$ cat src/hw/frt_regs.svh
`ifndef FRT_REGS_SVH
`define FRT_REGS_SVH
// Word addresses on the register port.
`define ADDR_COUNTER  4'h0
`define ADDR_COMPARE  4'h1
`define ADDR_CAP_A    4'h2
`define ADDR_CAP_B    4'h3
`define ADDR_CAP_C    4'h4
`define ADDR_CAP_D    4'h5
`define ADDR_SETUP    4'h6
`define ADDR_OUT_CTRL 4'h7
`define ADDR_STATUS   4'h8
`define ADDR_HALT     4'h9
// Fields of timer_setup_reg.
`define SET_EDGE_A 7
`define SET_EDGE_B 6
`define SET_EDGE_C 5
`define SET_EDGE_D 4
`define SET_BUF_A  3
`define SET_BUF_B  2
`define SET_CKS_HI 1
`define SET_CKS_LO 0
// Fields of compare_output_control.
`define OC_MASK_D   7
`define OC_ADD_A    6
`define OC_CAP_BANK 5
`define OC_CMP_BANK 4
`define OC_OE_A     3
`define OC_OE_B     2
`define OC_LVL_A    1
`define OC_LVL_B    0
// Status word: flags in bits 7..1, clear-on-match enable in bit 0.
`define ST_CLR_A 0
// Halt bit inside module_halt_control.
`define HALT_BIT 13
// Reset values.
`define SETUP_RESET 8'h00
`define OUT_CTRL_RESET 8'h00
`define HALT_RESET 16'h3fff
`define CKS_EXT 2'h3
`endif

$ cat src/hw/frt_pkg.sv
`default_nettype none
package frt_pkg;
   typedef logic [15:0] word_t;
   typedef logic [3:0]  addr_t;
   typedef logic [6:0]  flags_t;

   typedef struct packed {
      word_t      cnt;
      word_t      compare_reg_a;
      word_t      compare_reg_b;
      word_t      rise;
      word_t      fall;
      word_t      maskw;
      word_t      capture_reg_a;
      word_t      capture_reg_b;
      word_t      capture_reg_c;
      word_t      capture_reg_d;
      logic [7:0] setup;
      logic [7:0] octl;
      word_t      halt;
      flags_t     flags;
      flags_t     armed;
      logic       clr_a;
      logic [3:0] pend;
      logic       mask_on;
      logic       pin_a;
      logic       pin_b;
      word_t      rdata;
   } timer_state_t;

   typedef struct packed {
      logic prev;
   } edge_state_t;

   typedef struct packed {
      logic [4:0] div;
      logic       prev;
   } presc_state_t;
endpackage
`default_nettype wire

$ cat src/hw/free_running_capture_compare_timer.sv
// Added by the designer: the register addresses and the plain strobed port.
`timescale 1ns/10ps
`default_nettype none
`include "frt_regs.svh"
// Overview of operation
// - Two select bits pick divide-by-2, 8, 32 or the external pin as count clock.
// - External source counts every rising edge seen on the external clock pin.
// - Buffer-enable B makes capture D the buffer of capture B.
// - Mask-mode bit makes capture D ignore its pin during a mask window.
// - Add-mode bit makes compare A run with the two increment registers.
// - Capture bank bit maps captures A-C or increments and mask width onto shared words.
// - Compare bank bit picks compare A or B at their shared word.
// - Output enables gate each compare result onto its pin.
// - Level bits set the match level; level A is ignored in add mode.
// - Output control register resets to zero.
// - Halt bit set freezes the timer after the write; clearing resumes it.
// - Halt register resets to 3fff, leaving the timer stopped.
// - Counter steps by exactly one per selected clock period.
// - Compare match drives the matching level bit onto the compare pin; add mode toggles pin A instead.
// - Compare match A can clear the counter to zero.
// - Each capture pin triggers on rising edge if its select is 1, else falling.
// - A capture arriving during a read of its register is postponed one cycle.
// - Buffer mode with opposite A and C selects captures both edges of pin A.
// - A buffer channel pin sets its flag but loads no counter value.
// - Buffered capture waits one cycle while either register of the pair is read.
// - Clear-on-match-A bit, reset zero, enables the compare A counter clear.
// - Add mode adds rise and fall increments to compare A alternately on match.
// - Flags set by hardware only; software reads one, then writes zero to clear.
module free_running_capture_compare_timer (
   input  wire logic          i_core_clk,
   input  wire logic          i_rst,
   input  wire frt_pkg::addr_t i_addr,
   input  wire frt_pkg::word_t i_wdata,
   input  wire logic          i_wr,
   input  wire logic          i_rd,
   output frt_pkg::word_t     o_rdata,
   input  wire logic          i_capture_in_pin_a,
   input  wire logic          i_capture_in_pin_b,
   input  wire logic          i_capture_in_pin_c,
   input  wire logic          i_capture_in_pin_d,
   input  wire logic          i_ext_count_clock_pin,
   output logic               o_compare_out_pin_a,
   output logic               o_compare_out_pin_b
);
   import frt_pkg::*;

   localparam timer_state_t ST_RESET = '{halt: `HALT_RESET, setup: `SETUP_RESET,
                                         octl: `OUT_CTRL_RESET, default: '0};

   timer_state_t s_r;
   timer_state_t s_nxt;
   logic [4:0]   pins;
   logic [4:0]   rise;
   logic [4:0]   fall;
   logic [3:0]   esel;
   logic [3:0]   ev;
   logic [3:0]   rdcap;
   logic [3:0]   blk;
   logic [3:0]   req;
   logic [3:0]   go;
   logic         run;
   logic         tick;
   logic         bufa;
   logic         bufb;
   logic         add_mode;
   logic         mask_mode;
   logic         bank;
   logic         wr_cnt;
   logic         wr_cmp_a;
   logic         wr_cmp_b;
   logic         wr_status;
   logic         rd_status;
   logic         match_a;
   logic         match_b;
   logic         clear_a;
   logic         wrap;
   logic         masked;
   word_t        mask_end;
   flags_t       fset;
   flags_t       fclr;

   // Pin edges; index 4 is the external count clock.
   assign pins = {i_ext_count_clock_pin, i_capture_in_pin_d, i_capture_in_pin_c,
                  i_capture_in_pin_b, i_capture_in_pin_a};

   for (genvar g = 0; g < 5; g++)
   begin : g_edge
      frt_edge_detect u_edge (
         .i_core_clk (i_core_clk),
         .i_rst      (i_rst),
         .i_sig      (pins[g]),
         .o_rise     (rise[g]),
         .o_fall     (fall[g])
      );
   end

   // Count clock source; the prescaler stands still while halted.
   frt_prescaler #(
      .DIV_W (5)
   ) u_presc (
      .i_core_clk (i_core_clk),
      .i_rst      (i_rst),
      .i_en       (run),
      .i_sel      (s_r.setup[`SET_CKS_HI:`SET_CKS_LO]),
      .i_ext_rise (rise[4]),
      .o_tick     (tick)
   );

   // Mode bits and decodes.
   assign run       = ~s_r.halt[`HALT_BIT];
   assign bufa      = s_r.setup[`SET_BUF_A];
   assign bufb      = s_r.setup[`SET_BUF_B];
   assign add_mode  = s_r.octl[`OC_ADD_A];
   assign mask_mode = s_r.octl[`OC_MASK_D];
   assign bank      = s_r.octl[`OC_CAP_BANK];
   assign esel      = {s_r.setup[`SET_EDGE_D], s_r.setup[`SET_EDGE_C],
                       s_r.setup[`SET_EDGE_B], s_r.setup[`SET_EDGE_A]};
   assign wr_cnt    = i_wr & (i_addr == `ADDR_COUNTER);
   assign wr_cmp_a  = i_wr & (i_addr == `ADDR_COMPARE) & ~s_r.octl[`OC_CMP_BANK];
   assign wr_cmp_b  = i_wr & (i_addr == `ADDR_COMPARE) & s_r.octl[`OC_CMP_BANK];
   assign wr_status = i_wr & (i_addr == `ADDR_STATUS);
   assign rd_status = i_rd & (i_addr == `ADDR_STATUS);

   // Reads that postpone a capture; shared words only count in the capture bank.
   assign rdcap[0] = i_rd & (i_addr == `ADDR_CAP_A) & ~bank;
   assign rdcap[1] = i_rd & (i_addr == `ADDR_CAP_B) & ~bank;
   assign rdcap[2] = i_rd & (i_addr == `ADDR_CAP_C) & ~bank;
   assign rdcap[3] = i_rd & (i_addr == `ADDR_CAP_D);
   assign blk = rdcap | {bufb & rdcap[1], bufa & rdcap[0], bufb & rdcap[3], bufa & rdcap[2]};

   // Capture events; in buffer mode pin A also answers to the C edge select.
   assign ev[0] = run & ((esel[0] ? rise[0] : fall[0]) |
                         (bufa & (esel[2] ? rise[0] : fall[0])));
   assign ev[1] = run & (esel[1] ? rise[1] : fall[1]);
   assign ev[2] = run & (esel[2] ? rise[2] : fall[2]);
   assign ev[3] = run & (esel[3] ? rise[3] : fall[3]) & ~masked;
   assign req   = ev | s_r.pend;
   assign go    = req & ~blk;

   // Mask window for capture D ends when the counter reaches capture D plus twice the width.
   assign masked   = mask_mode & s_r.mask_on;
   assign mask_end = s_r.capture_reg_d + {s_r.maskw[14:0], 1'b0};

   // A match is taken on the last count of the matching value; a write in the same cycle wins.
   assign match_a = tick & (s_r.cnt == s_r.compare_reg_a) & ~wr_cmp_a;
   assign match_b = tick & (s_r.cnt == s_r.compare_reg_b) & ~wr_cmp_b;
   assign clear_a = match_a & s_r.clr_a;
   assign wrap    = tick & (s_r.cnt == 16'hffff) & ~clear_a & ~wr_cnt;

   // Flag sources in status bit order A, B, C, D, compare A, compare B, wrap.
   assign fset = {go[0], go[1], go[2], go[3], match_a, match_b, wrap};
   assign fclr = wr_status ? (s_r.armed & ~i_wdata[7:1]) : 7'h00;

   // Next state of the whole timer.
   always_comb
   begin
      s_nxt      = s_r;
      s_nxt.pend = req & blk;

      // Counter: clear beats write, write beats increment.
      if (clear_a)
         s_nxt.cnt = 16'h0000;
      else if (wr_cnt)
         s_nxt.cnt = i_wdata;
      else if (tick)
         s_nxt.cnt = s_r.cnt + 16'h0001;

      // Captures; the buffer takes the old primary value first.
      if (go[0])
      begin
         s_nxt.capture_reg_a = s_r.cnt;
         if (bufa)
            s_nxt.capture_reg_c = s_r.capture_reg_a;
      end
      if (go[2] & ~bufa)
         s_nxt.capture_reg_c = s_r.cnt;
      if (go[1])
      begin
         s_nxt.capture_reg_b = s_r.cnt;
         if (bufb)
            s_nxt.capture_reg_d = s_r.capture_reg_b;
      end
      if (go[3] & ~bufb)
         s_nxt.capture_reg_d = s_r.cnt;

      // Mask window.
      if (~mask_mode)
         s_nxt.mask_on = 1'b0;
      else if (go[3] & (s_r.maskw != 16'h0000))
         s_nxt.mask_on = 1'b1;
      else if (s_r.mask_on & (s_r.cnt == mask_end))
         s_nxt.mask_on = 1'b0;

      // Compare pins; add mode alternates the level and steps compare A.
      if (match_a)
      begin
         if (add_mode)
         begin
            s_nxt.pin_a = ~s_r.pin_a;
            s_nxt.compare_reg_a  = s_r.compare_reg_a + (s_r.pin_a ? s_r.fall : s_r.rise);
         end
         else
            s_nxt.pin_a = s_r.octl[`OC_LVL_A];
      end
      if (match_b)
         s_nxt.pin_b = s_r.octl[`OC_LVL_B];

      // Flags: a set in the same cycle as a clear wins.
      s_nxt.flags = (s_r.flags & ~fclr) | fset;
      if (wr_status)
         s_nxt.armed = 7'h00;
      else if (rd_status)
         s_nxt.armed = s_r.armed | s_r.flags;

      // Register writes.
      if (i_wr)
      begin
         unique case (i_addr)
            `ADDR_COMPARE:
               if (s_r.octl[`OC_CMP_BANK])
                  s_nxt.compare_reg_b = i_wdata;
               else
                  s_nxt.compare_reg_a = i_wdata;
            `ADDR_CAP_A:
               if (bank)
                  s_nxt.rise = i_wdata;
            `ADDR_CAP_B:
               if (bank)
                  s_nxt.fall = i_wdata;
            `ADDR_CAP_C:
               if (bank)
                  s_nxt.maskw = i_wdata;
            `ADDR_SETUP:    s_nxt.setup = i_wdata[7:0];
            `ADDR_OUT_CTRL: s_nxt.octl = i_wdata[7:0];
            `ADDR_STATUS:   s_nxt.clr_a = i_wdata[`ST_CLR_A];
            `ADDR_HALT:     s_nxt.halt = i_wdata;
            default:        s_nxt.halt = s_r.halt;
         endcase
      end

      // Read data stand in the cycle after the strobe; unmapped words read zero.
      s_nxt.rdata = 16'h0000;
      if (i_rd)
      begin
         unique case (i_addr)
            `ADDR_COUNTER:  s_nxt.rdata = s_r.cnt;
            `ADDR_COMPARE:  s_nxt.rdata = s_r.octl[`OC_CMP_BANK] ? s_r.compare_reg_b : s_r.compare_reg_a;
            `ADDR_CAP_A:    s_nxt.rdata = bank ? s_r.rise : s_r.capture_reg_a;
            `ADDR_CAP_B:    s_nxt.rdata = bank ? s_r.fall : s_r.capture_reg_b;
            `ADDR_CAP_C:    s_nxt.rdata = bank ? s_r.maskw : s_r.capture_reg_c;
            `ADDR_CAP_D:    s_nxt.rdata = s_r.capture_reg_d;
            `ADDR_SETUP:    s_nxt.rdata = {8'h00, s_r.setup};
            `ADDR_OUT_CTRL: s_nxt.rdata = {8'h00, s_r.octl};
            `ADDR_STATUS:   s_nxt.rdata = {8'h00, s_r.flags, s_r.clr_a};
            `ADDR_HALT:     s_nxt.rdata = s_r.halt;
            default:        s_nxt.rdata = 16'h0000;
         endcase
      end
   end

   // One register for all state; reset covers output control and the halt word.
   always_ff @(posedge i_core_clk or posedge i_rst)
   begin
      if (i_rst)
         s_r <= ST_RESET;
      else
         s_r <= s_nxt;
   end

   // The pins idle low while disabled, which keeps the board quiet after reset.
   assign o_compare_out_pin_a = s_r.octl[`OC_OE_A] & s_r.pin_a;
   assign o_compare_out_pin_b = s_r.octl[`OC_OE_B] & s_r.pin_b;
   assign o_rdata             = s_r.rdata;
endmodule
`default_nettype wire

$ cat src/hw/frt_edge_detect.sv
`timescale 1ns/10ps
`default_nettype none
module frt_edge_detect (
   input  wire logic i_core_clk,
   input  wire logic i_rst,
   input  wire logic i_sig,
   output logic      o_rise,
   output logic      o_fall
);
   import frt_pkg::*;

   edge_state_t s_r;
   edge_state_t s_nxt;

   // The previous sample always follows the pin, so no stale edge appears after a halt.
   always_comb
   begin
      s_nxt      = s_r;
      s_nxt.prev = i_sig;
   end

   always_ff @(posedge i_core_clk or posedge i_rst)
   begin
      if (i_rst)
         s_r <= '0;
      else
         s_r <= s_nxt;
   end

   assign o_rise = i_sig & ~s_r.prev;
   assign o_fall = ~i_sig & s_r.prev;
endmodule
`default_nettype wire

$ cat src/hw/frt_prescaler.sv
`timescale 1ns/10ps
`default_nettype none
`include "frt_regs.svh"
module frt_prescaler #(
   parameter int DIV_W = 5
) (
   input  wire logic       i_core_clk,
   input  wire logic       i_rst,
   input  wire logic       i_en,
   input  wire logic [1:0] i_sel,
   input  wire logic       i_ext_rise,
   output logic            o_tick
);
   import frt_pkg::*;

   presc_state_t s_r;
   presc_state_t s_nxt;
   logic         tap;

   // Taps for the divide-by-2, 8 and 32 clocks.
   always_comb
   begin
      unique case (i_sel)
         2'h0:    tap = s_r.div[0];
         2'h1:    tap = s_r.div[2];
         default: tap = s_r.div[DIV_W-1];
      endcase
   end

   // A falling tap is the increment; a select change can look like one, as on the real part.
   always_comb
   begin
      s_nxt      = s_r;
      s_nxt.prev = tap;
      if (i_en)
         s_nxt.div = s_r.div + 5'h1;
   end

   always_ff @(posedge i_core_clk or posedge i_rst)
   begin
      if (i_rst)
         s_r <= '0;
      else
         s_r <= s_nxt;
   end

   assign o_tick = i_en & ((i_sel == `CKS_EXT) ? i_ext_rise : (s_r.prev & ~tap));
endmodule
`default_nettype wire

$ cat config.mk
export PLATFORM = sky130hd
export DESIGN_NAME = free_running_capture_compare_timer
export DESIGN_NICKNAME = d
export VERILOG_FILES = /design/src/hw/frt_pkg.sv /design/src/hw/free_running_capture_compare_timer.sv /design/src/hw/frt_edge_detect.sv /design/src/hw/frt_prescaler.sv
export VERILOG_INCLUDE_DIRS = /design/src /design/src/hw
export SDC_FILE = /design/constraint.sdc
export NUM_CORES = 1
export LEC_CHECK = 0
export ABC_AREA = 1
export BUFFER_PORTS_ARGS = -buffer_cell sky130_fd_sc_hd__buf_2
export CAP_MARGIN = 15
export CORE_ASPECT_RATIO = 0.9
export CORE_MARGIN = 8
export CORE_UTILIZATION = 30
export DETAILED_ROUTE_END_ITERATION = 8
export GPL_TIMING_DRIVEN = 0
export PLACE_DENSITY = 0.54
export SLEW_MARGIN = 10
export SYNTH_ARGS = -nofsm -noshare
export SYNTH_HDL_FRONTEND = slang
export SYNTH_SLANG_ARGS = --single-unit
$ cat constraint.sdc
create_clock -name i_core_clk -period 8.3 [get_ports i_core_clk]
set_input_delay 0.415 -clock i_core_clk [delete_from_list [all_inputs] [get_ports i_core_clk]]
set_output_delay 0.415 -clock i_core_clk [all_outputs]
set_load 0.03 [all_outputs]
* Word-level counts from Yosys, hierarchy flattened
Cells that the tools add are included.
Word-level totals: output and inout bits 18, register bits 241, word-level logic and storage cells 191
Operators by class: add/subtract/negate cells 4, mux-type cells 42, equality and inequality tests 16, reduce and logical (&&, ||, !) cells 19, bitwise logic cells 82
Operator list (number):
- 16-bit two-way mux | 25
- 16-bit one-hot mux with 10 select lines | 1
- 80-bit two-way mux | 1
- 1-bit AND | 49
- 16-bit equality test | 3
- 16-bit adder | 2
- 32-bit two-way mux | 1
- 7-bit two-way mux | 3
- 1-bit inverter | 21
- 16-bit by 1-bit adder with 16-bit output, second input constant | 1
- 16-bit equality test, second input constant | 1
- 4-bit by 3-bit equality test with 1-bit output, second input constant | 4
- 16-bit nonzero test | 1
- 7-bit AND | 2
- 7-bit inverter | 2
- 7-bit OR | 2
- 2-bit AND reduction | 6
- 3-bit AND reduction | 4
- 1-bit two-way mux | 10
- 2-bit nonzero test | 5
- 4-bit AND | 2
- 4-bit by 2-bit equality test with 1-bit output, second input constant | 2
- 4-bit equality test, second input constant | 2
- 4-bit OR | 2
- other kinds (11) | 11

* Longest topological paths before layout
Gate-level depths: netlist of run 1.
depth in word-level cells 13, mapped depth 17

* By module
From an unflattened synthesis of run 1, not the netlist that was laid out.
Second synthesis, totals: cells, all modules 1946, area, all modules 14368.8 um2
By module, submodules not included:
- free_running_capture_compare_timer | area each 13850.8 um2, instances 1, cells an instance 1883
- frt_prescaler | area each 299.0 um2, instances 1, cells an instance 33
- frt_edge_detect | area each 43.8 um2, instances 5, cells an instance 6

* Worst setup path before layout of run 1
Ideal clock, no wire load.
kind register to register, start register s_r[17] (netlist bit), end register s_r[212] (netlist bit), data arrival time 2.564 ns, slack 5.623 ns, stages on the path, launching flop included 18, clock period less this slack 2.677 ns, buffers on the path 2, path through dfrtp_1 -> buf_1 -> clkbuf_1 -> nand2_1 -> o21ai_0 -> ha_1 -> inv_1 -> fa_1 -> o21ai_0 -> nand2_1 -> nand2_1 -> nand3_1 -> nand2_1 -> nand2_1 -> nand3_1 -> nand2_1 -> nand2_1 -> inv_1
RTL lines:
- from (decl) | line free_running_capture_compare_timer.sv:50 | timer_state_t s_r;
- from (signal assigned) | line free_running_capture_compare_timer.sv:267 | s_r <= s_nxt;

==> flow_summary.yaml, run 1 <==
clocking:
  cts_buffers: 28
  clock-root-buffer: "clkbuf_16"
  cts_tree: "yes"
  htreeDepth: 1
  clk_path_buf_depth: 3
  cts_resized: 0
  clk_pin_slew_ns: 0.06
  clkSinkCount: 241
  clock_latency_ns: 0.57
setup_path:
  path_class: "flip-flop to flip-flop"
  cpPeakStageDelay_ns: 0.47
  slowest_stage: "fa_1"
  crit_fanout: 10
  cp-startpoint: "s_r[17]$_DFFE_PP0N_"
  crit_top_cell: "nand2_1"
  cp.arrival_ns: 3.94
  required_ns: 8.75
  end_kind: "flip-flop"
  critical_path.cell_chain: "buf_1, clkbuf_1, nand2_1, o21ai_0, ha_1, inv_1, fa_1, o21ai_0, nand2_1, nand2_1, nand3_1, nand2_1, nand2_1, nand3_1, nand2_1, nand2_1, inv_1"
  critPathLaunchType: "flip-flop"
  timing.rr.start: "s_r[17]$_DFFE_PP0N_"
logic_synthesis:
  synth-simple-area-share: 0.2385
  ys.flop_type: "dfrtp_1"
  async_flop_share: 1.000
  syn_area_per_cell_um2: 7.491
  synth_fa_ha_area_frac: 0.03024
  synthXorXnorAreaFrac: 0.03466
  synthTopCellsByArea: "dfrtp_1, nand2_1, o21ai_0, inv_1, nand3_1"
  synth_top_area_frac: 0.4014
  ys_seq_elements: 241
  synth_compound_area_frac: 0.1691
  syn_inst: 1889
  synth_commonest_cells: "nand2_1, dfrtp_1, o21ai_0"
  synth_top_family_by_area: "simple AND/OR/NAND/NOR gates"
  synth_edf_count: 0
  ys_seq_area_frac: 0.4274
  synthMuxAreaShare: 0.003979
  synth_cell_type_count: 61
  syn_area_um2: 14150
  netlist.top_cell.by_area: "dfrtp_1"
  synth_warnings: 0
  synth_nets: 1951
  yosysMostFrequentCell: "nand2_1"
place:
  hpwl_um: 43080
  globalplace.congestion: 0.9512
  port_buffers: 46
  place_area_um2: 15210
  pre_cts_ws_ns: 4.846
global_route:
  grt_pass1_vias: 13050
  track_usage: 0.1942
  overflow: 0
  grt_max_degree: 108
  grt_pass1_wl_um: 81160
  antenna_found_initial: 0
route:
  dr.pass1.iters: 5
  drc: 0
  vias: 13390
  vias_per_cell: 5.133
  wl_per_cell_um: 20.75
  postRouteAntennaNets: 0
  drt_iter0_markers: 1280
  wirelength_um: 54150
hold_path:
  worst_hold_path_type: "input port to flip-flop"
  hold_path_startpoint: "i_capture_in_pin_c"
timing:
  drv_slew: 0
  worst_pin_slew_ns: 0.7981
  finalSetupViolations: 0
  rsz0062_at_grt: "no"
  min_period_ns: 3.486
  skew_ns: 0.02503
  fmax_mhz: 286.9
  fin_crit_sh: 0.4200
  fin_ws_ns: 4.814
  hold_violations: 0
  relSlewSlack: 0.4679
job:
  maxCapViolations: 0
floorplanning:
  die_area_um2: 54390
  initial_core_util: 0.3034
  rows: 75
  pin_count: 47
  core_um2: 46640
  die_w_um: 244.9
  die_height_um: 222.0
power:
  peakVddDrop_v: 0.0001184
  leakagePower_nw: 7.726
  power_density_nw_per_um2: 294.4
  total_power_mw: 4.761
cells_and_area:
  final_layout_size_suffix_gt1_frac: 0.1064
  antenna_cells: 0
  layout.nets: 2034
  final_area_um2: 16170
  area_delta_synth_final_pct: 14.28
outcome:
  status: "finished, final reports clean"
==> kinds of logic after synthesis <==
family,count (synthesis)
AO/OA/AOI/OAI,426
AND/OR/NAND/NOR,813
multiplexers,5
adder cells (fa/ha/maj),33
buffers and inverters,315
flip-flops,241
XOR/XNOR,56
==> cells in the final DEF (no fill, tap or decap), types with 17 or more instances in the layout <==
cell       instances
inv_1            198
nand3_1           87
o211ai_1          18
buf_4             21
xnor2_1           22
nor2_1            90
o21ai_0          222
o21ai_1           31
buf_2             67
clkbuf_16         28
nand2_1          578
a21oi_1           79
ha_1              31
clkbuf_1          50
dfrtp_1          227
xor2_1            34
a221oi_1          17
==> metrics by stage <==
step	cells	setup TNS [ns]	hold slack, ns	util
after detailed placement	2553	0	0.3889	0.3262
final	2609	0	0.03851	0.3467
after CTS	2609	0	0.01503	0.3467
after floorplan	1889	0	0.4459	-
after global routing	2609	0	0.02906	0.3467
after global placement	2551	-399.99	0.4651	0.3249
==> power breakdown <==
| part | total, mW | switching, mW | leakage, nW | internal [mW] |
|---|---|---|---|---|
| clock network | 1.24 | 0.523 | 0.448 | 0.714 |
| logic | 1.73 | 1.13 | 4.19 | 0.598 |
| registers | 1.80 | 0.307 | 3.08 | 1.49 |
| total | 4.76 | 1.96 | 7.73 | 2.80 |
==> cell type report <==
class                   instances  area, um^2
plain buffers                  97       536.8
repair buffers                 53       335.3
multi-input cells            1333        6744
well taps                     616       770.7
inverters                     218       829.5
flip-flops and latches        241        6048
clock inverters                 9       83.83
clock buffers                  42       823.3
fillers                      4936       30470
==> state kept, by name, summed over array words and instances (netlist names) <==
signal / cells
add_mode: 1
bank: 1
bufa: 1
bufb: 1
esel: 4
g_edge.u_edge.s_r: 5
mask_mode: 1
o_rdata: 16
s_r: 205
u_presc.s_r: 6
==> worst max-delay path, delay by kind of cell (launching register included) <==
| kind | cells | cell delay [ns] |
|---|---|---|
| AOI/OAI and AO/OA | 2 | 0.52 |
| and+or+nand+nor | 9 | 0.77 |
| DFF | 1 | 0.40 |
| buffers and inverters | 4 | 1.00 |
| adders and majority gates | 2 | 0.70 |
==> path summary, 6_finish.rpt <==
| check | to | slack, ns | cells after the start |
|---|---|---|---|
| max in group asynchronous | s_r[162]$_DFFE_PP0P_ | 6.61 | 5 |
| max | s_r[212]$_DFF_PP0_ | 4.81 | 17 |
| min reg2reg | s_r[175]$_DFFE_PP0P_ | 0.49 | 2 |
| min in group asynchronous | s_r[141]$_DFFE_PP0P_ | 0.35 | 3 |
| min | g_edge[2].u_edge.s_r$_DFF_PP0_ | 0.04 | 1 |
| max reg2reg | s_r[212]$_DFF_PP0_ | 4.81 | 17 |
==> per-layer routing <==
| layer | up-vias | part of all wire | track usage |
|---|---|---|---|
| li1 | 6322 | - | - |
| met3 | 94 | 0.074 | 0.02722 |
| met2 | 517 | 0.44 | 0.3052 |
| met5 | - | 0 | 0 |
| met4 | 0 | 0.032 | 0.06033 |
| met1 | 6460 | 0.45 | 0.2728 |
==> repair_timing <==
action | in CTS | in global routing
setup buffers | 0 | 0
hold buffers | 5 | 0
hold endpoints to repair | 33 | 0
Power figures use the tool's default switching activity.
==> inputs of run 2 (changes only) <==
ABC_AREA = 0   (was 1)
PLACE_DENSITY = 0.56   (was 0.54)
clock period = 2.93 ns   (was 8.3 ns; I/O delays follow)
==> run 2 against run 1 <==
The flow now finishes with violations (negative setup slack). Clock power rose to 3.1 times the previous value. First-iteration DRC count shrank 15%. Area after synthesis decreased by 3.3%. Maximum frequency is 18% higher. Critical path type unchanged. Largest cell class unchanged. Largest power group unchanged.
==> flow_summary.yaml, run 2 <==
route:
  drt_iter0_markers: 1087
  postRouteAntennaNets: 0
  wl_per_cell_um: 23.75
  vias: 10840
  wirelength_um: 47900
  dr.pass1.iters: 5
  vias_per_cell: 5.374
  drc: 0
outcome:
  status: "complete, but fails checks"
  violations: "negative setup slack"
timing:
  rsz0062_at_grt: "yes"
  finalSetupTns_ns: -0.02212
  worst_pin_slew_ns: 1.127
  min_period_ns: 2.952
  fin_ws_ns: -0.02212
  fin_crit_sh: 1.008
  drv_slew: 0
  relSlewSlack: 0.2429
  skew_ns: 0.02572
  finalSetupViolations: 1
  fmax_mhz: 338.7
  hold_violations: 0
cells_and_area:
  layout_common_cells: "dfrtp_1, mux2_2, nand2_1, o21ai_0, nor2_1"
  top_register: "s_r"
  fillers: 4579
  multi_input_comb_area_um2: 7346
  largest_reg_flops: 205
  area_delta_synth_final_pct: 19.02
  final_util: 0.3604
  final_layout_size_suffix_gt1_frac: 0.2789
  final_common_cell: "dfrtp_1"
  seq_area_um2: 6050
  layout.nets: 1449
  antenna_cells: 0
setup_path:
  critical_path.cell_chain: "mux2_4, ha_4, inv_2, fa_2, nor2b_4, o31a_1, o31ai_4, a2111oi_4, o21bai_1, a21boi_1, mux2i_1, o21a_1"
  cp.arrival_ns: 3.46
  reg2reg_setup_slack_ns: -0.02
  path_class: "flip-flop to flip-flop"
  timing.critical_path.buf_inv: 1
  cpPeakStageDelay_ns: 0.46
  crit_fanout: 5
  slowest_stage: "dfrtp_2"
  end_kind: "flip-flop"
  cpLargestDelayFamily: "compound AO/OA/AOI/OAI gates"
  critPathLaunchType: "flip-flop"
  required_ns: 3.44
place:
  hpwl_um: 35890
  globalplace.congestion: 0.9178
  port_buffers: 36
floorplanning:
  rows: 74
  pin_count: 47
  die_height_um: 218.6
  die_w_um: 241.1
  die_area_um2: 52710
  initial_core_util: 0.3028
  core_um2: 45180
logic_synthesis:
  synth_cell_type_count: 67
  synth_compound_area_frac: 0.1398
  synthXorXnorAreaFrac: 0.04417
  synthMuxAreaShare: 0.1953
  syn_inst: 1291
  ys_seq_elements: 241
  ys_seq_area_frac: 0.4420
  synth_top_area_frac: 0.4151
  async_flop_share: 1.000
  synth_edf_count: 0
  syn_area_um2: 13680
  ys.flop_type: "dfrtp_1"
  synthTopCellsByArea: "dfrtp_1, mux2_2, mux2i_1, o21ai_0, ha_1"
  synth-simple-area-share: 0.1068
  synth_commonest_cells: "dfrtp_1, mux2_2, nand2_1"
  synth_fa_ha_area_frac: 0.03127
  synth_nets: 1353
  synth_warnings: 0
  netlist.top_cell.by_area: "dfrtp_1"
  yosysMostFrequentCell: "dfrtp_1"
  syn_area_per_cell_um2: 10.60
  synth_top_family_by_area: "multiplexers"
power:
  power_density_nw_per_um2: 860.9
  peakVddDrop_v: 0.0004893
  leakagePower_nw: 7.031
clocking:
  clk_pin_slew_ns: 0.06
  clkSinkCount: 241
  clock-root-buffer: "clkbuf_16"
  clk_path_buf_depth: 3
  clock_latency_ns: 0.57
  cts_buffers: 28
  cts_tree: "yes"
  htreeDepth: 1
global_route:
  overflow: 0
  grt_pass1_wl_um: 71080
  track_usage: 0.1785
  antenna_found_initial: 1
  grt_pass1_vias: 10830
  grt_max_degree: 38
job:
  maxCapViolations: 0
hold_path:
  worst_hold_path_type: "input port to flip-flop"
## run 2: cell types whose count changed after synthesis, sizes merged, moves of 21 or more
cell	change
o21ai	-171
nand2	-503
a21o	+21
mux2	+179
inv	-196
nor2	-26
nand3	-77
mux2i	+60
## run 2: metrics by stage
| stage | total power, mW | instance area [um^2] | setup slack [ns] | cells | hold slack (ns) |
|---|---|---|---|---|---|
| after floorplan | 8.344 | 13690 | -0.3669 | 1291 | 0.1779 |
| after global placement | 9.745 | 14640 | -2.027 | 1935 | 0.2709 |
| after detailed placement | 9.895 | 14780 | -0.7773 | 1942 | 0.2753 |
| after CTS | 13.84 | 16080 | -0.07605 | 2011 | 0.07709 |
| after global routing | 14.69 | 16290 | -0.1175 | 2017 | 0.1050 |
| final | 14.02 | 16290 | -0.02212 | 2017 | 0.09751 |
## run 2: final cells by class
class	count	share of cell area
Timing Repair Buffer	68	0.03373
Inverter	20	0.004840
Tap cell	608	0.04671
Buffer	96	0.03073
Sequential cell	241	0.3715
Clock inverter	17	0.01437
Clock buffer	35	0.04710
Multi-Input combinational cell	932	0.4511
## run 2: worst paths after layout
check | cells past startpoint | from | end
min in group asynchronous | 3 | i_rst | s_r[200]$_DFF_PP0_
max in group asynchronous | 7 | i_rst | s_r[51]$_DFFE_PP1P_
hold / removal | 3 | i_wr | s_r[198]$_DFF_PP0_
hold reg to reg | 1 | u_presc.s_r[4]$_DFFE_PP0N_ | u_presc.s_r[4]$_DFFE_PP0N_
setup reg to reg | 12 | s_r[17]$_DFFE_PP0N_ | s_r[212]$_DFF_PP0_
setup / recovery | 12 | s_r[17]$_DFFE_PP0N_ | s_r[212]$_DFF_PP0_
## run 2: logic make-up (layout without fill, tap and decap cells)
group | Yosys count | in the layout
flip-flops | 241 | 241
multiplexers | 244 | 244
buffers and inverters | 118 | 236
AO/OA/AOI/OAI | 299 | 299
adder cells (fa/ha/maj) | 33 | 33
XOR/XNOR | 69 | 69
AND/OR/NAND/NOR | 287 | 287
## run 2: report_power, final
part           total (mW)  switching, mW  leakage (nW)  internal, mW
clock                3.82           1.52         0.491          2.30
combinational        4.96           2.70          3.52          2.26
sequential           5.23          0.947          3.03          4.29
## run 2: what timing repair did
action / in CTS / in global routing
setup endpoints to repair: 20 / 26
endpoints found under the hold margin: 63 / 0
hold buffers: 15 / 0
gates resized for setup: 23 / 31
pin swaps: 5 / 12
setup buffers: 4 / 6
## run 2: worst min-delay path, stage by stage
cell	delay [ns]
buf_2	0.12
nor3b_4	0.20
o21ai_0	0.16
## run 2: per-layer routing
layer | share of wire | routed length [um] | global-route usage
met2 | 0.45 | 21610 | 0.2803
met5 | 0 | 0 | 0
met4 | 0.027 | 1290 | 0.04600
met3 | 0.067 | 3220 | 0.03614
met1 | 0.45 | 21780 | 0.2486
==> inputs of run 3 (changes only) <==
PLACE_DENSITY = 0.55   (was 0.56)
==> run 3 against run 2 <==
The flow now finishes without violations. Combinational power is essentially flat. Clock power shrank 5.2%. Largest power group unchanged. Critical path depth shrank 1. Total power shrank 1.7%. Die area is the same.
==> flow_summary.yaml, run 3 (synthesis results as in run 2) <==
timing:
  fin_crit_sh: 0.9763
  finalSetupViolations: 0
  fin_ws_ns: 0.06940
  rsz0062_at_grt: "yes"
  min_period_ns: 2.861
  relSlewSlack: 0.2200
  fmax_mhz: 349.6
  worst_pin_slew_ns: 1.161
  skew_ns: 0.01363
  hold_violations: 0
  drv_slew: 0
clocking:
  clk_pin_slew_ns: 0.06
  clock-root-buffer: "clkbuf_16"
  cts_buffers: 28
  clkSinkCount: 241
  cts_tree: "yes"
  htreeDepth: 1
  clk_path_buf_depth: 3
  clock_latency_ns: 0.56
cells_and_area:
  area_delta_synth_final_pct: 18.50
  final_layout_size_suffix_gt1_frac: 0.2790
  final_common_cell: "dfrtp_1"
  final_util: 0.3589
  final_area_um2: 16210
  layout_common_cells: "dfrtp_1, mux2_2, nand2_1, o21ai_0, nor2_1"
  top_register: "s_r"
  layout.nets: 1453
  largest_reg_flops: 205
route:
  vias_per_cell: 5.402
  drt_iter0_markers: 1081
  postRouteAntennaNets: 0
  vias: 10920
  wirelength_um: 48030
  dr.pass1.iters: 6
  drc: 0
  wl_per_cell_um: 23.75
power:
  seq_power_share: 0.378
  power.share.clock: 0.263
  swShare: 0.3688
  peakVddDrop_v: 0.0005165
  pwr-share-comb: 0.359
  leakagePower_nw: 7.011
  power_density_nw_per_um2: 849.7
  internal_power_mw: 8.696
  p_sw_mw: 5.081
floorplanning:
  initial_core_util: 0.3028
  die_area_um2: 52710
  rows: 74
  die_w_um: 241.1
  die_height_um: 218.6
  core_um2: 45180
  pin_count: 47
global_route:
  grt_max_degree: 37
  track_usage: 0.1807
  grt_pass1_vias: 11110
  overflow: 0
  antenna_found_initial: 1
  grt_pass1_wl_um: 72040
setup_path:
  crit_fanout: 10
  timing.rr.start: "s_r[17]$_DFFE_PP0N_"
  timing.rr.end: "s_r[213]$_DFF_PP0_"
  path_class: "flip-flop to flip-flop"
  cpPeakStageDelay_ns: 0.41
  cpLargestDelayFamily: "compound AO/OA/AOI/OAI gates"
  critical_path.cell_chain: "buf_8, mux2_2, ha_1, a21o_1, a21oi_2, nor3b_2, a21oi_2, a31oi_1, xnor2_1, or3_1, a31oi_1"
  required_ns: 3.41
  end_kind: "flip-flop"
  reg2reg_setup_slack_ns: 0.07
  reg2regPathDepth: 11
  timing.critical_path.buf_inv: 1
  slowest_stage: "dfrtp_2"
  cp.arrival_ns: 3.35
  critPathLaunchType: "flip-flop"
place:
  port_buffers: 36
  place_area_um2: 14780
  pre_cts_ws_ns: -0.7589
  hpwl_um: 36250
  globalplace.congestion: 1.012
hold_path:
  hold_path_startpoint: "i_wdata[2]"
  min_to: "s_r[216]$_DFFE_PP0P_"
  worstHoldPathCells: 3
  worst_hold_path_type: "input port to flip-flop"
outcome:
  status: "finished, final reports clean"
job:
  maxCapViolations: 0
run 3: cell count changes in the layout (fill, tap and decap cells not counted), moves of 3 or more:
cell       change
mux2_4         -3
buf_4          +3
mux2_2         +3
bufinv_16      -3
clkbuf_8       +3
run 3: worst max path at each step:
| stage | start | cells past startpoint | to | slack, ns |
|---|---|---|---|---|
| floorplan | i_rst | 1 | add_mode$_DFFE_PP0P_ | -0.37 |
| global placement | i_rst | 2 | o_rdata[11]$_DFF_PP0_ | -2.03 |
| detailed placement | s_r[17]$_DFFE_PP0N_ | 13 | s_r[213]$_DFF_PP0_ | -0.76 |
| CTS | s_r[17]$_DFFE_PP0N_ | 12 | s_r[213]$_DFF_PP0_ | -0.04 |
| global route | s_r[17]$_DFFE_PP0N_ | 12 | s_r[213]$_DFF_PP0_ | -0.07 |
| finish | s_r[17]$_DFFE_PP0N_ | 11 | s_r[213]$_DFF_PP0_ | 0.07 |
run 3: power groups by stage:
stage,registers (mW),logic (mW),clock network (mW)
final,5.21,4.94,3.62
after global placement,5.19,4.54,0
after CTS,5.18,4.79,3.68
after global routing,5.33,5.36,3.81
after floorplan,4.87,3.48,0
after detailed placement,5.22,4.67,0
run 3: timing repair:
action                                 CTS  global route
endpoints found under the hold margin   64             0
setup endpoints to repair               12            22
pin swaps                                3             6
hold buffers                            15             0
buffers inserted                         7             6
resized for setup                       23            26
run 3: metrics by stage:
stage / instances / TNS, ns / hold slack (ns) / total power [mW]
global route: 2020 / -0.1118 / 0.1383 / 14.49
finish: 2022 / 0 / 0.1152 / 13.78
global placement: 1935 / -478.22 / 0.2711 / 9.733
floorplan: 1291 / -83.28 / 0.1779 / 8.344
CTS: 2013 / -0.03729 / 0.08456 / 13.65
detailed placement: 1942 / -13.58 / 0.2749 / 9.887
run 3: final cells by class:
cell class                 count  area [um^2]
antenna                        2        5.005
buffer                        96        490.5
clock buffer                  40        837.1
clock inverter                11        112.6
fill                        4597        28970
inverter                      20        78.83
multi-input combinational    932         7288
sequential                   241         6050
tap                          608        760.7
timing repair buffer          72        591.8
run 3: routing by layer:
metal	up-vias	track usage	wire (um)
met5	-	0	0
li1	4897	-	-
met2	381	0.2812	21510
met4	0	0.04761	1263
met3	91	0.03463	3308
met1	5553	0.2547	21950
run 3: worst min-delay path, cell delays in order:
cell	delay [ns]
buf_1	0.28
nand2_1	0.12
o21ai_0	0.07
